**src/hdl/dsi_regs.svh**
```systemverilog
// Offsets, fields, reset values and timing of the status block.
// Assumes inclusion by bare name.
`ifndef DSI_REGS_SVH
`define DSI_REGS_SVH

// ----------------------------------------------------------------------------
// Register access port
// ----------------------------------------------------------------------------
`define DSI_ADDR_W 8
`define DSI_DATA_W 16
`define DSI_OFS_STARTUP_STATUS 8'h00
`define DSI_OFS_SOURCE_GATES 8'h01
`define DSI_RDATA_ZERO 16'h0000

// ----------------------------------------------------------------------------
// Start-up status fields
// ----------------------------------------------------------------------------
`define DSI_STS_W 8
`define DSI_STS_RESET 8'h00
`define DSI_STS_TMO_LSB 5
`define DSI_STS_TMO_MSB 7
`define DSI_STS_RING_BIT 4
`define DSI_STS_READY_BIT 3
`define DSI_STS_PROF_LSB 0
`define DSI_STS_PROF_MSB 1
`define DSI_TMO_BIAS 0
`define DSI_TMO_OTP 1
`define DSI_TMO_APLL 2
`define DSI_PROF_RESET 2'h0

// ----------------------------------------------------------------------------
// Interrupt source gate fields
// ----------------------------------------------------------------------------
`define DSI_GATES_RESET 16'h0000
`define DSI_GATES_WR_MASK 16'h8fff
`define DSI_GATE_GLOBAL_BIT 15
`define DSI_SRC_N 12
`define DSI_GATE_SRC_MSB 11

// ----------------------------------------------------------------------------
// Start-up timing
// ----------------------------------------------------------------------------
`define DSI_CLK_HZ 10000000
`define DSI_HZ_PER_MHZ 1000000
`define DSI_BIAS_TMO_US 2000
`define DSI_OTP_TMO_US 10000
`define DSI_APLL_TMO_US 2000
`define DSI_TMO_CNT_W 17

`endif

```
**src/hdl/dsi_pkg.sv**
```systemverilog
// Types of the device status and interrupt gate block.
// Assumes dsi_regs.svh provides the numeric constants.
package dsi_pkg;

    // ------------------------------------------------------------------------
    // Start-up sequence states, one-hot
    // ------------------------------------------------------------------------
    typedef enum logic [5:0] {
        DSI_ST_BIAS        = 6'b00_0001,
        DSI_ST_LOAD_COMMON = 6'b00_0010,
        DSI_ST_LOAD_USER   = 6'b00_0100,
        DSI_ST_APLL        = 6'b00_1000,
        DSI_ST_DONE        = 6'b01_0000,
        DSI_ST_HOLD        = 6'b10_0000
    } dsi_state_t;

    // Register word and source vector
    typedef logic [15:0] dsi_word_t;
    typedef logic [11:0] dsi_src_t;
    typedef logic [1:0] dsi_profile_t;

endpackage : dsi_pkg

```
**src/hdl/dsi_gate_or.sv**
```systemverilog
// Masks each pending source by its gate and ORs the survivors.
// Assumes pending and gates share one clock domain.
module dsi_gate_or #(
    parameter int N = 12
) (
    input wire logic [N-1:0] pending,
    input wire logic [N-1:0] gates,
    output logic any
);

    // ------------------------------------------------------------------------
    // Gate then reduce
    // ------------------------------------------------------------------------
    assign any = |(pending & gates);

endmodule // dsi_gate_or

```
**src/hdl/dsi_timeout.sv**
```systemverilog
// Start-up phase watchdog: flags expiry of its phase.
// Assumes run is a sequencer level; clk_en freezes counting.
`include "dsi_regs.svh"

module dsi_timeout #(
    parameter int LIMIT = 20000,
    parameter int CNT_W = `DSI_TMO_CNT_W
) (
    input wire logic sys_clk,
    input wire logic reset,
    input wire logic clk_en,
    input wire logic run,
    output logic expired
);

    logic [CNT_W-1:0] count_r;
    logic expired_r;

    // ------------------------------------------------------------------------
    // Cycle counter, cleared while the phase is idle
    // ------------------------------------------------------------------------
    always_ff @(posedge sys_clk)
    begin
        if (reset)
        begin
            count_r <= '0;
            expired_r <= 1'b0;
        end
        else if (clk_en)
        begin
            if (!run)
            begin
                count_r <= '0;
                expired_r <= 1'b0;
            end
            else if (count_r == CNT_W'(LIMIT - 1))
                expired_r <= 1'b1; // Limit reached, hold count
            else
                count_r <= count_r + CNT_W'(1);
        end
    end

    assign expired = expired_r;

endmodule // dsi_timeout

```
**src/hdl/dsi_top.sv**
```systemverilog
// Device status and interrupt source gate logic of the clock synthesizer.
// Assumes a serial port engine drives the register port on sys_clk.
//
// Function
// - Flag bias calibration not done within 2 ms of start-up.
// - Flag configuration load not done within 10 ms of the load start.
// - Flag analog loop not locked within 2 ms during start-up.
// - Flag ring oscillator substitution for a silent clock divider during start-up.
// - Flag load done once the configuration load completes at start-up.
// - Report which user profile was loaded in bits 1:0.
// - Always load the common configuration, whatever the user profile.
// - Interrupt out only while global gate bit 15 and global pending are set.
// - Gate bit 11 passes loader failure pending to the interrupt.
// - Gate bit 10 passes loader CRC error pending to the interrupt.
// - Gate bit 9 passes manual fuse read ready pending to the interrupt.
// - Gate bit 8 passes complement input activity pending.
// - Gate bit 7 passes true input activity pending.
// - Gate bit 6 passes crystal signal loss pending.
// - Gate bit 5 passes complement input signal loss pending.
// - Gate bit 4 passes true input signal loss pending.
// - Gate bit 3 passes digital loop state change pending.
// - Gate bit 2 passes digital loop holdover pending.
// - Gate bit 1 passes digital loop loss of lock pending.
// - Gate bit 0 passes analog loop loss of lock pending.
// - Global pending ORs gated sources; status pin carries the interrupt if selected.
`include "dsi_regs.svh"

module dsi_top #(
    parameter int BIAS_TMO_CYC = `DSI_BIAS_TMO_US * (`DSI_CLK_HZ / `DSI_HZ_PER_MHZ),
    parameter int OTP_TMO_CYC = `DSI_OTP_TMO_US * (`DSI_CLK_HZ / `DSI_HZ_PER_MHZ),
    parameter int APLL_TMO_CYC = `DSI_APLL_TMO_US * (`DSI_CLK_HZ / `DSI_HZ_PER_MHZ)
) (
    input wire logic sys_clk,
    input wire logic reset,
    input wire logic clk_en,
    // Register access port
    input wire logic [`DSI_ADDR_W-1:0] reg_addr,
    input wire logic reg_wr,
    input wire logic reg_rd,
    input wire dsi_pkg::dsi_word_t reg_wdata,
    output dsi_pkg::dsi_word_t reg_rdata,
    // Start-up handshakes
    output logic bias_cal_start,
    input wire logic bias_cal_done,
    output logic otp_load_req,
    output logic otp_load_common,
    input wire logic otp_load_done,
    input wire dsi_pkg::dsi_profile_t otp_user_profile,
    input wire logic apll_locked,
    input wire logic ring_osc_switched,
    output logic startup_done,
    // Pending event sources
    input wire dsi_pkg::dsi_src_t src_pending,
    // Interrupt and status pin
    input wire logic status_pin_sel,
    output logic device_irq,
    output logic status_pin
);

    import dsi_pkg::*;

    // ------------------------------------------------------------------------
    // Declarations
    // ------------------------------------------------------------------------
    dsi_state_t state_r;
    dsi_state_t state_nxt;
    logic [2:0] tmo_flags_r;
    logic ring_fallback_r;
    logic load_done_r;
    dsi_profile_t profile_r;
    dsi_word_t gates_r;
    dsi_word_t rdata_r;
    logic bias_start_r;
    logic load_req_r;
    logic load_common_r;
    logic done_r;
    logic irq_r;
    logic pin_r;
    logic bias_run;
    logic otp_run;
    logic apll_run;
    logic bias_expired;
    logic otp_expired;
    logic apll_expired;
    logic gated_any;
    logic irq_nxt;
    logic in_startup;
    logic [`DSI_STS_W-1:0] status_word;
    dsi_src_t src_gates;

    // ------------------------------------------------------------------------
    // Phase watchdogs
    // ------------------------------------------------------------------------
    assign bias_run = (state_r == DSI_ST_BIAS);
    assign otp_run = (state_r == DSI_ST_LOAD_COMMON) || (state_r == DSI_ST_LOAD_USER);
    assign apll_run = (state_r == DSI_ST_APLL);
    assign in_startup = (state_r != DSI_ST_DONE);

    // Bias calibration limit
    dsi_timeout #(
        .LIMIT(BIAS_TMO_CYC),
        .CNT_W(`DSI_TMO_CNT_W)
    ) u_bias_tmo (
        .sys_clk(sys_clk),
        .reset(reset),
        .clk_en(clk_en),
        .run(bias_run),
        .expired(bias_expired)
    );

    // Configuration load limit, covering common and user loads
    dsi_timeout #(
        .LIMIT(OTP_TMO_CYC),
        .CNT_W(`DSI_TMO_CNT_W)
    ) u_otp_tmo (
        .sys_clk(sys_clk),
        .reset(reset),
        .clk_en(clk_en),
        .run(otp_run),
        .expired(otp_expired)
    );

    // Analog loop lock limit
    dsi_timeout #(
        .LIMIT(APLL_TMO_CYC),
        .CNT_W(`DSI_TMO_CNT_W)
    ) u_apll_tmo (
        .sys_clk(sys_clk),
        .reset(reset),
        .clk_en(clk_en),
        .run(apll_run),
        .expired(apll_expired)
    );

    // ------------------------------------------------------------------------
    // Start-up sequencer
    // ------------------------------------------------------------------------
    // Next state; a timeout lets the sequence move on so status stays readable
    always_comb
    begin
        state_nxt = state_r;
        unique case (state_r)
            DSI_ST_BIAS:
            begin
                if (bias_cal_done || bias_expired)
                    state_nxt = DSI_ST_LOAD_COMMON;
            end
            DSI_ST_LOAD_COMMON:
            begin
                if (otp_expired)
                    state_nxt = DSI_ST_APLL;
                else if (otp_load_done && !load_req_r)
                    state_nxt = DSI_ST_LOAD_USER;
            end
            DSI_ST_LOAD_USER:
            begin
                if (otp_expired)
                    state_nxt = DSI_ST_APLL;
                else if (otp_load_done && !load_req_r)
                    state_nxt = DSI_ST_APLL;
            end
            DSI_ST_APLL:
            begin
                if (apll_locked || apll_expired)
                    state_nxt = DSI_ST_HOLD;
            end
            DSI_ST_HOLD:
                state_nxt = DSI_ST_DONE;
            DSI_ST_DONE:
                state_nxt = DSI_ST_DONE;
            default:
                state_nxt = DSI_ST_BIAS;
        endcase
    end

    // State register
    always_ff @(posedge sys_clk)
    begin
        if (reset)
            state_r <= DSI_ST_BIAS;
        else if (clk_en)
            state_r <= state_nxt;
    end

    // Bias calibration start, high through the bias phase
    always_ff @(posedge sys_clk)
    begin
        if (reset)
            bias_start_r <= 1'b0;
        else if (clk_en)
            bias_start_r <= (state_nxt == DSI_ST_BIAS);
    end

    // Load request pulse on entry to each load phase, common first
    always_ff @(posedge sys_clk)
    begin
        if (reset)
        begin
            load_req_r <= 1'b0;
            load_common_r <= 1'b0;
        end
        else if (clk_en)
        begin
            load_req_r <= (state_nxt != state_r) &&
                          ((state_nxt == DSI_ST_LOAD_COMMON) ||
                           (state_nxt == DSI_ST_LOAD_USER));
            if (state_nxt == DSI_ST_LOAD_COMMON)
                load_common_r <= 1'b1;
            else if (state_nxt == DSI_ST_LOAD_USER)
                load_common_r <= 1'b0;
        end
    end

    // Sequence finished marker
    always_ff @(posedge sys_clk)
    begin
        if (reset)
            done_r <= 1'b0;
        else if (clk_en)
            done_r <= (state_nxt == DSI_ST_DONE);
    end

    // ------------------------------------------------------------------------
    // Start-up status capture
    // ------------------------------------------------------------------------
    // Timeout flags set only inside their own phase, then held
    always_ff @(posedge sys_clk)
    begin
        if (reset)
            tmo_flags_r <= 3'b000;
        else if (clk_en)
        begin
            if (bias_run && bias_expired && !bias_cal_done)
                tmo_flags_r[`DSI_TMO_BIAS] <= 1'b1;
            if (otp_run && otp_expired)
                tmo_flags_r[`DSI_TMO_OTP] <= 1'b1;
            if (apll_run && apll_expired && !apll_locked)
                tmo_flags_r[`DSI_TMO_APLL] <= 1'b1;
        end
    end

    // Ring oscillator substitution seen during start-up
    always_ff @(posedge sys_clk)
    begin
        if (reset)
            ring_fallback_r <= 1'b0;
        else if (clk_en && in_startup && ring_osc_switched)
            ring_fallback_r <= 1'b1;
    end

    // Load done and profile index at completion of the user load
    always_ff @(posedge sys_clk)
    begin
        if (reset)
        begin
            load_done_r <= 1'b0;
            profile_r <= `DSI_PROF_RESET;
        end
        else if (clk_en && (state_r == DSI_ST_LOAD_USER) && otp_load_done &&
                 !load_req_r && !otp_expired)
        begin
            load_done_r <= 1'b1;
            profile_r <= otp_user_profile;
        end
    end

    // Status word; no register write reaches these fields
    always_comb
    begin
        status_word = `DSI_STS_RESET;
        status_word[`DSI_STS_TMO_MSB:`DSI_STS_TMO_LSB] = tmo_flags_r;
        status_word[`DSI_STS_RING_BIT] = ring_fallback_r;
        status_word[`DSI_STS_READY_BIT] = load_done_r;
        status_word[`DSI_STS_PROF_MSB:`DSI_STS_PROF_LSB] = profile_r;
    end

    // ------------------------------------------------------------------------
    // Interrupt source gates
    // ------------------------------------------------------------------------
    // Host write, reserved bits masked off
    always_ff @(posedge sys_clk)
    begin
        if (reset)
            gates_r <= `DSI_GATES_RESET;
        else if (clk_en && reg_wr && (reg_addr == `DSI_OFS_SOURCE_GATES))
            gates_r <= reg_wdata & `DSI_GATES_WR_MASK;
    end

    // Per-source gates, bit n gates source n
    assign src_gates = gates_r[`DSI_GATE_SRC_MSB:0];

    // Gate and OR all twelve pending sources
    dsi_gate_or #(
        .N(`DSI_SRC_N)
    ) u_gate_or (
        .pending(src_pending),
        .gates(src_gates),
        .any(gated_any)
    );

    // Global gate on the combined pending status
    assign irq_nxt = gates_r[`DSI_GATE_GLOBAL_BIT] && gated_any;

    // Interrupt and status pin registers
    always_ff @(posedge sys_clk)
    begin
        if (reset)
        begin
            irq_r <= 1'b0;
            pin_r <= 1'b0;
        end
        else if (clk_en)
        begin
            irq_r <= irq_nxt;
            pin_r <= status_pin_sel ? irq_nxt : apll_locked;
        end
    end

    // ------------------------------------------------------------------------
    // Register read
    // ------------------------------------------------------------------------
    // Read data registered at the read strobe
    always_ff @(posedge sys_clk)
    begin
        if (reset)
            rdata_r <= `DSI_RDATA_ZERO;
        else if (clk_en && reg_rd)
        begin
            if (reg_addr == `DSI_OFS_STARTUP_STATUS)
                rdata_r <= {{(`DSI_DATA_W - `DSI_STS_W){1'b0}}, status_word};
            else if (reg_addr == `DSI_OFS_SOURCE_GATES)
                rdata_r <= gates_r;
            else
                rdata_r <= `DSI_RDATA_ZERO; // Unmapped offset
        end
    end

    // ------------------------------------------------------------------------
    // Outputs
    // ------------------------------------------------------------------------
    assign reg_rdata = rdata_r;
    assign bias_cal_start = bias_start_r;
    assign otp_load_req = load_req_r;
    assign otp_load_common = load_common_r;
    assign startup_done = done_r;
    assign device_irq = irq_r;
    assign status_pin = pin_r;

endmodule // dsi_top

```
**config.mk**
```make
export PLATFORM = sky130hd
export DESIGN_NAME = dsi_top
export DESIGN_NICKNAME = d
export VERILOG_FILES = /design/src/hdl/dsi_pkg.sv /design/src/hdl/dsi_gate_or.sv /design/src/hdl/dsi_timeout.sv /design/src/hdl/dsi_top.sv
export VERILOG_INCLUDE_DIRS = /design/src /design/src/hdl
export SDC_FILE = /design/constraint.sdc
export NUM_CORES = 1
export LEC_CHECK = 0
export BUFFER_PORTS_ARGS = -buffer_cell sky130_fd_sc_hd__buf_2
export CAP_MARGIN = 20
export CORE_UTILIZATION = 45
export CTS_BUF_LIST = sky130_fd_sc_hd__clkbuf_8
export DETAILED_ROUTE_END_ITERATION = 7
export HOLD_SLACK_MARGIN = 0.08
export PLACE_DENSITY_LB_ADDON = 0.12
export SYNTH_ARGS = -nofsm -noshare
export SYNTH_HDL_FRONTEND = slang
export SYNTH_HIERARCHICAL = 1
export SYNTH_SLANG_ARGS = --single-unit
```
**constraint.sdc**
```tcl
create_clock -name sys_clk -period 2.52 [get_ports sys_clk]
set_input_delay 0.252 -clock sys_clk [delete_from_list [all_inputs] [get_ports sys_clk]]
set_output_delay 0.252 -clock sys_clk [all_outputs]
set_load 0.005 [all_outputs]
```
Yosys cells after proc, flatten, opt, wreduce, memory -nomap -nowiden
Cells that the tools add are included.
{ "op_classes": {"bitwise": 1, "reduce_logical": 39, "addsub": 3, "eq_ne": 22, "mux": 24} }
{ "ops": {"columns": ["operator", "count"], "rows": [
  ["2-to-1 mux 17 bit", 6],
  ["adder 17 x 1 -> 17 bit (second input constant)", 3],
  ["2-to-1 mux 6 bit", 6],
  ["equality test 17 x 15 -> 1 bit (second input constant)", 2],
  ["2-to-1 mux 16 bit", 2],
  ["case mux 6 bit (5 select lines)", 1],
  ["AND reduction 2 bit", 10],
  ["equality test 17 bit (second input constant)", 1],
  ["logical AND 1 bit", 17],
  ["bitwise AND 12 bit", 1],
  ["equality test 6 x 1 -> 1 bit (second input constant)", 2],
  ["equality test 6 x 2 -> 1 bit (second input constant)", 2],
  ["equality test 6 x 3 -> 1 bit (second input constant)", 2],
  ["equality test 6 x 5 -> 1 bit (second input constant)", 2],
  ["OR reduction 12 bit", 1],
  ["2-to-1 mux 1 bit", 9],
  ["equality test 8 x 1 -> 1 bit (second input constant)", 1],
  ["zero test 8 bit", 1],
  ["equality test 6 x 4 -> 1 bit (second input constant)", 1],
  ["equality test 6 bit (second input constant)", 1],
  ["!= test 2 x 1 -> 1 bit (second input constant)", 3],
  ["!= test 2 bit (second input constant)", 3],
  ["!= test 6 x 5 -> 1 bit (second input constant)", 1],
  ["!= test 6 bit", 1],
  ["4 further kinds", 10]
]} }
{ "word_totals": {"in_bits": 48, "regBits": 102, "out_inout_bits": 22, "wordCells": 110} }

Logic depth before layout (Yosys ltp)
Gate-level depths: netlist of run 1.
{ "logic_depth": {"depth_word": 8, "depth_mapped": 9, "mapped_depth_nobuf": 7} }

Modules after synthesis
The synthesis of run 1 kept the hierarchy.
{ "modules_own_cells": {"columns": ["mod", "cells_per_inst", "seq_area_each_um2", "n_inst", "area_each_um2"], "rows": [
  ["dsi_timeout at u_apll_tmo ...", 122, 360.3, 2, 1037.2],
  ["dsi_top", 238, 900.9, 1, 2070.7],
  ["dsi_timeout at u_otp_tmo", 128, 360.3, 1, 992.2],
  ["dsi_gate_or", 7, 0.0, 1, 76.3]
]} }

Worst setup path after synthesis of run 1
No wires, ideal clock.
{ "synth_path": {"path_kind": "flip-flop to flip-flop", "from": "register state_r[0]", "to": "register u_otp_tmo.count_r[16]", "stages_incl_launch_ff": 9, "required_time_ps": 2446, "period_less_slack_ps": 2171, "path_slack_ps": 349, "arrival_ps": 2096, "path_buffers": 2, "setup_time_ps": 74, "cell_sequence": "dfxtp_1 > buf_2 > nor4_1 > o21ai_0 > inv_1 > clkbuf_1 > nand2_1 > or4_1 > a31oi_1"} }
{ "synth_between": {"elab_chain_cells": 4, "elab_cells_between_ends": 6, "cone_classes": "eq/ne: 3; mux: 1; reduce/logical: 2"} }
{ "synth_rtl": {"columns": ["item", "line", "text"], "rows": [
  ["start: declaration", "dsi_top.sv:65", "dsi_state_t state_r;"],
  ["start signal: assignment", "dsi_top.sv:182", "state_r <= state_nxt;"],
  ["equality test 6 x 2 -> 1 bit or equality test 6 x 3 -> 1 bit (tied branches)", "dsi_top.sv:95", "assign otp_run = (state_r == DSI_ST_LOAD_COMMON) || (state_r == DSI_ST_LOAD_USER);"],
  ["logical OR 1 bit *", "dsi_top.sv:95", null],
  ["via otp_run", "dsi_top.sv:80", "logic otp_run;"],
  ["!= test 2 bit (no line)", null, null],
  ["AND reduction 2 bit (no line)", null, null],
  ["end signal: assignment", "dsi_timeout.sv:39", "count_r <= count_r + CNT_W'(1);"],
  ["end: declaration", "dsi_timeout.sv:16", "logic [CNT_W-1:0] count_r;"]
]} }
The timed path passes the listed nets; every way through them passes the cells marked *.
A chain may end at the register's enable or synchronous reset.

Worst setup path after layout of run 1
{ "layout_path": {"from": "register state_r[3]", "to": "register u_otp_tmo.count_r[16]"} }
The elaborated chain is that of the path after synthesis.

==> impl_metrics.csv, run 1 <==
group,metric,value,unit
outcome,outcome,"completed",
worst_setup_path,timing.critical_path.arrival,2.51,ns
clock_tree,tritoncts,"done",
worst_setup_path,category_of_the_critical_setup_timing_path,"reg2reg",
detailed_routing,viasPerCell,5.824,
run,timing.max_cap.violations,0,
synth,synth_flop_cell,"dfxtp_1",
synth,synth-seq-cells,99,
global_route,grt_first_pass_wirelength,20630,um
floorplanning,floorplan.die.width,109.6,um
clock_tree,cts_made_buffers,9,
timing,setup_repair_after_global_routing_missed_its_margin,"false",
floorplanning,num_io_pins,70,
global_route,via_count_of_the_first_global_routing_pass,4330,
detailed_routing,route.detailed.drc,0,
synth,ys.warnings.count,6,
detailed_routing,post_drt_wl_per_cell,15.14,um
pwr,power_density,485.3,mW/mm^2
synth,synth_top_area_share,38.01,%
pwr,p_clk_share,34.6,%
worst_setup_path,path_cells,"nor4_1 > o21ai_0 > inv_1 > nand2_1 > or4_1 > a31oi_1",
timing,period_needed,2.214,ns
pwr,swShare,25.37,%
floorplanning,core_region_area,0.01108,mm^2
global_route,grt_max_degree,35,
floorplanning,die_height,109.6,um
global_route,groute.usage.overall,21.60,%
finish,antennaDiodeCount,0,
clock_tree,number_of_setup_buffers_added_after_cts,0,
global_route,grt_antenna_before_repair,0,
floorplanning,fp.dieArea,0.01202,mm^2
timing,clock.fmax,451.6,MHz
place,placement.io_buffers,63,
worst_setup_path,crit_path_max_incr_delay,0.51,ns
place,place_hpwl,8814,um
detailed_routing,postRouteWirelength,12310,um
worst_setup_path,worst_r2r_path_depth,6,
synth,netlist_area,0.005214,mm^2
finish,layout_cell_share_with_drive_strength_beyond_1,18.87,%
worst_setup_path,timing.critical_path.slowest_stage_cell,"or4_1",
worst_setup_path,data_required_critical_path,2.82,ns
worst_hold_path,hold_class,"in2reg",
detailed_routing,via_count,4735,
synth,post_synth.cell_area_avg,8.450,um^2
pwr,cellInternalPower,0.002086,W
detailed_routing,detailedRoute.firstPassIterationCount,4,
clock_tree,ctsLongestPathBuffers,2,
clock_tree,clock_pin_slew_worst_setup_and_hold_paths,0.09,ns
timing,hold_viol_final,0,
global_route,gr-total-overflow,0,
synth,synth_cells,617,
worst_setup_path,crit_path_start_kind,"flop",
worst_setup_path,timing.critical_path.fanout_max,12,
place,place_congestion,0.8782,
worst_setup_path,cp.buffers_inverters,1,
pwr,ir_worst_vdd,0.4467,mV
pwr,power.leakage,2.181,nW
synth,synth_sequential_area_ratio,38.01,%
worst_hold_path,holdPathStages,3,
synth,synthDistinctLibCells,71,
timing,report.final.slew_viol_count,0,
pwr,combPwrFrac,8.0,%
synth,synth.area.top_cells,"dfxtp_1 38%, nor2_1 5.5%, mux2i_1 4.0%, a21oi_1 3.6%, nand2_1 3.6%",
clock_tree,post_cts_resized,0,
synth,post_synth_edffs,0,
clock_tree,cts_hold_buffers,0,
synth,netlist_top_cells_count,"99 x dfxtp_1, 76 x nor2_1, 50 x nand2_1, 38 x a21oi_1, 36 x nand3_1",
pwr,net-switching-power,0.0007093,W
synth,asyncSetResetFlopFracSynth,0,%
detailed_routing,first_iter_violations,297,
worst_setup_path,crit_cells,6,
timing,setup-violations-final,0,
timing,worst_slew_pin_slew,0.5157,ns
worst_setup_path,cp_top_family,"simple AND/OR/NAND/NOR gates",
synth,synth_largest_area_cell,"dfxtp_1",
worst_setup_path,cp-end-kind,"flop",
detailed_routing,drtAntennaViolNets,0,
clock_tree,clk_latency,0.37,ns
timing,relSlewSlack,65.26,%
finish,area_growth,10.49,%
floorplanning,number_of_core_rows,38,
timing,tns,0,ns
clock_tree,cts.htree.levels,3,
timing,clock_skew,0.005799,ns
timing,layout_worst_path_cycle_share,87.86,%
pwr,power.share.sequential,57.3,%
synth,yosys.cell_count.top_type,"dfxtp_1",
clock_tree,ctsRootBufferMaster,"clkbuf_8",
timing,hold_slack,0.1052,ns
finish,final_net_count,719,
floorplanning,initial_utilization,47.06,%
clock_tree,clock_sink_count,99,
stage by stage:
step / power (W) / area (um^2) / worst slack, ns / util [%] / instances
finish: 0.002796 / 5761 / 0.3058 / 52.00 / 813
global route: 0.002929 / 5761 / 0.1556 / 52.00 / 813
CTS: 0.002841 / 5761 / 0.3710 / 52.00 / 813
detailed placement: 0.001865 / 5573 / 0.4255 / 50.30 / 797
global placement: 0.001862 / 5573 / 0.4555 / 50.30 / 797
floorplan: 0.001779 / 5221 / 0.3494 / - / 619
registers in the layout (all words and copies together) (netlist names), 2 cells and up:
register and cells:
u_bias_tmo/count_r 17, state_r 6, gates_r 13, tmo_flags_r 3, profile_r 2, reg_rdata 13
u_apll_tmo/count_r 17, u_otp_tmo/count_r 17
per-layer routing:
layer,GRT usage (%),vias up,part of all wire [%]
met5,0,-,0
met4,6.857,0,1.4
met3,4.327,15,4.0
met2,34.82,96,48
met1,28.92,2233,46
li1,-,2391,-
worst min-delay path, stage by stage:
cell,delay [ns]
buf_2,0.07
mux2i_1,0.05
nor2_1,0.07
worst paths after layout:
path | slack [ns] | from | to
min | 0.11 | reg_wdata[10] | gates_r[10]
max reg2reg | 0.31 | state_r[3] | u_otp_tmo/count_r[16]
min reg2reg | 0.45 | reg_rdata[9] | reg_rdata[9]
max | 0.31 | state_r[3] | u_otp_tmo/count_r[16]
kinds of logic after synthesis:
logic type | after synthesis | share of synthesized area [%]
compound gates | 125 | 16.56
flops | 99 | 38.01
simple gates | 296 | 32.49
other cells | 1 | 0.07193
mux | 21 | 4.032
buf+inv | 61 | 6.263
xor+xnor | 11 | 1.848
fa+ha+maj | 3 | 0.7200
layout by cell type (no fill, tap or decap), types with 7 or more instances in the layout:
master,instances
buf_4,14
nor3_1,27
nor4_1,19
nor2_1,76
a221oi_1,12
a31oi_1,15
nand2_1,50
o21ai_0,17
nand3_1,36
nor2b_1,7
or3_1,8
buf_2,63
mux2i_1,21
inv_1,21
and2_1,7
dfxtp_1,99
or4_1,8
nand4_1,13
clkbuf_8,11
a21oi_1,38
power by group through the flow:
stage | Combinational (W) | Sequential [W] | Clock (W)
after floorplan | 0.000150 | 0.00163 | 0
after global placement | 0.000223 | 0.00164 | 0
after detailed placement | 0.000226 | 0.00164 | 0
after CTS | 0.000226 | 0.00160 | 0.00101
after global routing | 0.000250 | 0.00161 | 0.00107
final | 0.000225 | 0.00160 | 0.000968
final cells by class:
type,count,area (um^2)
multi-input cells,459,2913
flip-flops and latches,99,1982
inverters,22,82.58
well taps,140,175.2
clock inverters,5,36.28
fillers,1032,5318
clock buffers,11,151.4
repair buffers,77,420.4
(Power assumes the default switching activity.)
==> inputs of run 2 (changes only) <==
--- a/config.mk
+++ b/config.mk
@@ -13,6 +13,7 @@
 export DETAILED_ROUTE_END_ITERATION = 7
 export HOLD_SLACK_MARGIN = 0.08
 export PLACE_DENSITY_LB_ADDON = 0.12
+export RECOVER_POWER = 100
 export SYNTH_ARGS = -nofsm -noshare
 export SYNTH_HDL_FRONTEND = slang
 export SYNTH_HIERARCHICAL = 1
==> impl_metrics.csv, run 2 (same netlist as run 1, synthesis figures left out) <==
group,metric,value,unit
detailed_routing,postRouteWirelength,12340,um
timing,setup-violations-final,0,
clock_tree,cts.htree.levels,3,
clock_tree,clock_pin_slew_worst_setup_and_hold_paths,0.10,ns
clock_tree,cts_hold_buffers,0,
clock_tree,clk_latency,0.37,ns
detailed_routing,viasPerCell,5.803,
finish,stdcell_count,813,
clock_tree,ctsRootBufferMaster,"clkbuf_8",
worst_setup_path,timing.critical_path.slowest_stage_cell,"dfxtp_1",
global_route,grt_antenna_before_repair,0,
finish,mostFrequentLayoutCell,"dfxtp_1",
detailed_routing,first_iter_violations,298,
floorplanning,num_io_pins,70,
global_route,grt_max_degree,35,
finish,antennaDiodeCount,0,
timing,report.final.slew_viol_count,0,
floorplanning,core_region_area,0.01108,mm^2
finish,largest_registers,"u_apll_tmo/count_r (17), u_bias_tmo/count_r (17), u_otp_tmo/count_r (17)",
floorplanning,die_height,109.6,um
clock_tree,number_of_setup_buffers_added_after_cts,0,
global_route,via_count_of_the_first_global_routing_pass,4330,
worst_setup_path,cp-end-kind,"flop",
worst_setup_path,timing.critical_path.arrival,2.53,ns
global_route,groute.usage.overall,21.60,%
worst_setup_path,category_of_the_critical_setup_timing_path,"reg2reg",
worst_setup_path,crit_path_max_incr_delay,0.43,ns
global_route,grt_first_pass_wirelength,20630,um
detailed_routing,post_drt_wl_per_cell,15.17,um
clock_tree,tritoncts,"done",
finish,fillers,1049,
timing,clock_skew,0.007387,ns
floorplanning,initial_utilization,47.06,%
pwr,power_density,490.1,mW/mm^2
clock_tree,ctsLongestPathBuffers,2,
outcome,outcome,"completed",
timing,setup_repair_after_global_routing_missed_its_margin,"false",
finish,sequential_cell_area,0.001982,mm^2
finish,layout.cells.most_common_list,"99 x dfxtp_1, 76 x nor2_1, 50 x nand2_1",
timing,post-route-worst-setup-slack,0.2712,ns
place,placement.io_buffers,63,
floorplanning,floorplan.die.width,109.6,um
floorplanning,number_of_core_rows,38,
worst_setup_path,critPathMostFrequentCell,"clkbuf_1",
pwr,ir_worst_vdd,0.4465,mV
worst_setup_path,timing.critical_path.fanout_max,12,
worst_setup_path,cp.buffers_inverters,3,
global_route,gr-total-overflow,0,
floorplanning,fp.dieArea,0.01202,mm^2
pwr,fin_total_pwr,0.002792,W
finish,layout_cell_share_with_drive_strength_beyond_1,15.45,%
timing,clock.fmax,444.7,MHz
finish,fin_area,0.005698,mm^2
finish,area_growth,9.287,%
worst_setup_path,crit_path_start_kind,"flop",
timing,period_needed,2.249,ns
place,post_dp_cell_area,0.005573,mm^2
clock_tree,post_cts_resized,0,
place,place_ws,0.4255,ns
pwr,power.leakage,2.094,nW
finish,final_net_count,719,
timing,layout_worst_path_cycle_share,89.24,%
timing,relSlewSlack,40.66,%
clock_tree,clock_sink_count,99,
worst_setup_path,data_required_critical_path,2.81,ns
place,place_inst,797,
detailed_routing,drtAntennaViolNets,0,
clock_tree,cts_made_buffers,9,
timing,worst_slew_pin_slew,0.8901,ns
detailed_routing,route.detailed.drc,0,
worst_setup_path,path_cells,"nor3_1 > nand3_1 > inv_1 > clkbuf_1 > o21bai_1 > clkbuf_1 > nor4_1",
timing,tns,0,ns
place,place_congestion,0.8782,
finish,multi_input_combinational_cell_area,0.002890,mm^2
worst_setup_path,cp_top_family,"buffers and inverters",
detailed_routing,detailedRoute.firstPassIterationCount,5,
run,timing.max_cap.violations,0,
place,place_hpwl,8814,um
worst_hold_path,hold_class,"in2reg",
timing,hold_viol_final,0,
detailed_routing,via_count,4718,
## run 2: per-stage QoR
stage                     hold slack, ns  util [%]
after floorplan                   0.3556         -
after global placement            0.4379     50.30
after detailed placement          0.4413     50.30
after CTS                        0.08037     52.00
after global routing              0.1016     51.43
final                             0.1015     51.43
## run 2: power by group
| group | switching [W] | total [W] | internal [W] |
|---|---|---|---|
| sequential | 0.0000216 | 0.00160 | 0.00158 |
| clock | 0.000556 | 0.000973 | 0.000417 |
| combinational | 0.000136 | 0.000216 | 0.0000806 |
| total | 0.000714 | 0.00279 | 0.00208 |
## run 2: final cells by class
type	instances	share of cell area [%]
multi-input combinational	459	50.72
clock buffer	11	2.657
timing repair buffer	77	6.675
clock inverter	5	0.6368
tap	140	3.074
inverter	22	1.449
sequential	99	34.78
## run 2: worst reg2reg max path: stages (launching register included)
cell and delay (ns):
dfxtp_1 0.43, nor3_1 0.29, nand3_1 0.13, inv_1 0.09
clkbuf_1 0.40, o21bai_1 0.24, clkbuf_1 0.28, nor4_1 0.29
## run 2: routing by layer
layer,vias up,track usage [%],part of all wire [%]
met5,-,0,0
met4,0,6.857,1.3
met3,15,4.327,3.8
met2,90,34.82,48
met1,2223,28.92,47
li1,2390,-,-
## run 2: path summary, 6_finish.rpt
kind,start,slack (ns),end,cells after the start
max,state_r[3],0.27,u_bias_tmo/count_r[11],7
min,reg_wdata[10],0.10,gates_r[10],3
max reg2reg,state_r[3],0.27,u_bias_tmo/count_r[11],7
min reg2reg,reg_rdata[2],0.45,reg_rdata[2],2
==> inputs of run 3 (changes only) <==
--- a/config.mk
+++ b/config.mk
@@ -16,5 +16,4 @@
 export RECOVER_POWER = 100
 export SYNTH_ARGS = -nofsm -noshare
 export SYNTH_HDL_FRONTEND = slang
-export SYNTH_HIERARCHICAL = 1
 export SYNTH_SLANG_ARGS = --single-unit
==> impl_metrics.csv, run 3 <==
group,metric,value,unit
outcome,outcome,"completed",
finish,sequential_cell_area,0.001982,mm^2
detailed_routing,detailedRoute.firstPassIterationCount,4,
global_route,grt_first_pass_wirelength,17800,um
worst_hold_path,hold_path_startpoint,"reg_wdata[8]",
timing,clock.fmax,447.3,MHz
clock_tree,post_cts_resized,0,
timing,relSlewSlack,33.57,%
detailed_routing,drtAntennaViolNets,0,
finish,layout_cell_share_with_drive_strength_beyond_1,12.44,%
synth,synth-seq-cells,99,
finish,multi_input_combinational_cell_area,0.002504,mm^2
floorplanning,core_region_area,0.009910,mm^2
place,place_hpwl,7367,um
finish,fin_area,0.005255,mm^2
place,post_dp_cell_area,0.005109,mm^2
floorplanning,num_io_pins,70,
synth,synth-compound-area-share,15.10,%
synth,xor_xnor_share_of_the_synthesized_area,6.372,%
detailed_routing,first_iter_violations,156,
finish,fillers,999,
clock_tree,ctsLongestPathBuffers,2,
place,place_ws,0.4556,ns
synth,synthDistinctLibCells,57,
timing,worst_slew_pin_slew,0.9965,ns
worst_setup_path,r2r_end,"otp_load_req",
clock_tree,clock_sink_count,99,
global_route,groute.usage.overall,20.05,%
synth,netlist_top_cells_count,"99 x dfxtp_1, 79 x nor2_1, 50 x nand2_1, 44 x a21oi_1, 29 x nand3_1",
detailed_routing,post_drt_wl_per_cell,13.72,um
global_route,grtUsageMet2,32.00,%
pwr,ir_worst_vdd,0.3286,mV
detailed_routing,route.detailed.drc,0,
floorplanning,die_height,103.9,um
worst_setup_path,path_cells,"or4_1 > nor3_1 > nand2_1 > a311o_1 > a21oi_1",
detailed_routing,viasPerCell,5.447,
synth,synth_top_area_share,42.41,%
worst_setup_path,crit_path_max_incr_delay,0.68,ns
synth,synth.area.top_cells,"dfxtp_1 42%, nor2_1 6.3%, a21oi_1 4.7%, xor2_1 4.7%, nand2_1 4.0%",
worst_setup_path,timing.critical_path.slowest_stage_cell,"or4_1",
timing,clock_skew,0.01614,ns
synth,post_synth_edffs,0,
timing,tns,0,ns
place,placement.io_buffers,63,
synth,synth_mux_area_share,3.427,%
worst_hold_path,holdPathStages,3,
timing,setup-violations-final,0,
finish,area_growth,12.45,%
worst_setup_path,timing.critical_path.fanout_max,10,
finish,mostFrequentLayoutCell,"dfxtp_1",
global_route,grt_max_degree,49,
worst_setup_path,worst_r2r_path_depth,5,
worst_hold_path,worst_hold_path_ep,"gates_r[8]",
timing,setup_repair_after_global_routing_missed_its_margin,"false",
floorplanning,floorplan.die.width,103.9,um
pwr,power.leakage,1.968,nW
synth,synth_sequential_area_ratio,42.41,%
synth,synth_flop_cell,"dfxtp_1",
synth,adder_and_majority_gate_portion_of_the_synthesized_area,0.8032,%
worst_setup_path,data_required_critical_path,2.84,ns
global_route,gr-usage-met1,26.26,%
clock_tree,clock_pin_slew_worst_setup_and_hold_paths,0.10,ns
global_route,gr-total-overflow,0,
worst_setup_path,category_of_the_critical_setup_timing_path,"reg2reg",
synth,asyncSetResetFlopFracSynth,0,%
timing,layout_worst_path_cycle_share,88.73,%
synth,synth_cells,556,
timing,post-route-worst-setup-slack,0.2841,ns
clock_tree,clk_latency,0.38,ns
floorplanning,fp.dieArea,0.01080,mm^2
pwr,net-switching-power,0.0006748,W
place,place_congestion,0.7825,
finish,layout.cells.most_common_list,"99 x dfxtp_1, 79 x nor2_1, 52 x buf_2",
worst_setup_path,timing.critical_path.arrival,2.55,ns
timing,report.final.slew_viol_count,0,
synth,yosys.cell_count.top_type,"dfxtp_1",
detailed_routing,via_count,4096,
pwr,swShare,24.07,%
synth,synth_top_family_by_area,"simple AND/OR/NAND/NOR gates",
floorplanning,number_of_core_rows,36,
finish,final_net_count,665,
finish,antennaDiodeCount,0,
global_route,groute.layer.met3.usage,6.015,%
floorplanning,initial_utilization,47.16,%
pwr,power_density,533.6,mW/mm^2
synth,ys.warnings.count,0,
synth,post_synth.cell_area_avg,8.405,um^2
global_route,via_count_of_the_first_global_routing_pass,3862,
clock_tree,ctsRootBufferMaster,"clkbuf_8",
pwr,cellInternalPower,0.002129,W
worst_setup_path,critical_path.reg2reg.startpoint,"state_r[4]",
detailed_routing,postRouteWirelength,10320,um
synth,synth-simple-area-share,28.09,%
timing,hold_viol_final,0,
pwr,power.share.sequential,56.8,%
global_route,global_route.peak_usage_layer,"met2",
synth,synth_largest_area_cell,"dfxtp_1",
global_route,grt_antenna_before_repair,0,
finish,largest_registers,"u_apll_tmo.count_r (17), u_bias_tmo.count_r (17), u_otp_tmo.count_r (17)",
worst_setup_path,crit_path_start_kind,"flop",
clock_tree,tritoncts,"done",
worst_setup_path,cp-end-kind,"flop",
synth,netlist_area,0.004673,mm^2
clock_tree,cts.htree.levels,3,
pwr,p_clk_share,36.9,%
pwr,combPwrFrac,6.4,%
run,timing.max_cap.violations,0,
worst_hold_path,hold_class,"in2reg",
clock_tree,cts_made_buffers,9,
worst_setup_path,worst-r2r-setup-slack,0.28,ns
timing,period_needed,2.236,ns
## run 3: cell types whose count changed after synthesis, moves of 8 or more
cell | previous run | this run
a31oi_1 | 15 | 2
a22oi_1 | 1 | 15
clkbuf_1 | 13 | 21
and3_1 | 2 | 15
nor3_1 | 27 | 9
a221oi_1 | 12 | 1
xor2_1 | 5 | 25
o211ai_1 | 5 | 13
o21ai_0 | 17 | 4
nor4_1 | 19 | 9
inv_1 | 21 | 4
o21ai_1 | 0 | 12
## run 3: metrics by stage
stage / hold WS (ns) / utilization, % / power, W / instances
floorplan: 0.3959 / - / 0.001744 / 558
finish: 0.1049 / 53.03 / 0.002804 / 752
global route: 0.09120 / 53.03 / 0.002919 / 752
CTS: 0.08599 / 53.67 / 0.002854 / 752
global placement: 0.4414 / 51.55 / 0.001813 / 735
detailed placement: 0.4464 / 51.55 / 0.001815 / 735
## run 3: worst max-delay path by stage
stage / startpoint / end / cells past startpoint
final: state_r[4] / otp_load_req / 5
after floorplan: state_r[4] / otp_load_req / 7
after global routing: state_r[5] / u_apll_tmo.count_r[8] / 6
after CTS: u_bias_tmo.count_r[0] / u_bias_tmo.count_r[11] / 6
after global placement: u_bias_tmo.count_r[0] / u_bias_tmo.count_r[11] / 6
after detailed placement: state_r[5] / u_apll_tmo.count_r[9] / 5
## run 3: layout make-up
cell class | instances | share of cell area (%)
Multi-Input combinational cell | 421 | 47.64
Sequential cell | 99 | 37.71
Timing Repair Buffer | 77 | 7.238
Tap cell | 133 | 3.167
Clock buffer | 10 | 2.619
Clock inverter | 6 | 1.190
Inverter | 6 | 0.4286
## run 3: worst max-delay path: cells and delay by family, from the launching register on
family,cells,cell delay (ns)
DFF,1,0.42
and+or+nand+nor,3,1.29
AOI/OAI and AO/OA,2,0.47
## run 3: cell families after synthesis
kind of cell,after synthesis
and+or+nand+nor,253
AOI/OAI and AO/OA,112
DFF,99
buffers and inverters,38
xor gates and xnor gates,34
muxes,16
adders and majority gates,3
other,1
## run 3: repair_timing
action / in CTS / in global routing
endpoints found under the hold margin: 1 / 0
buffers inserted: 0 / 0
endpoints found under the setup margin: 0 / 0
hold buffers: 1 / 0
## run 3: power by group through the flow
stage | Sequential, W | Clock, W | Combinational, W
3_5_place_dp | 0.00163 | 0 | 0.000187
5_1_grt | 0.00159 | 0.00112 | 0.000201
6_report | 0.00159 | 0.00103 | 0.000179
4_1_cts | 0.00159 | 0.00107 | 0.000189
3_3_place_gp | 0.00163 | 0 | 0.000185
2_1_floorplan | 0.00162 | 0 | 0.000122
## run 3: per-layer routing
layer / wire, um / share of wire (%)
met2: 4722 / 46
met4: 125 / 1.2
met5: 0 / 0
met3: 434 / 4.2
met1: 5032 / 49
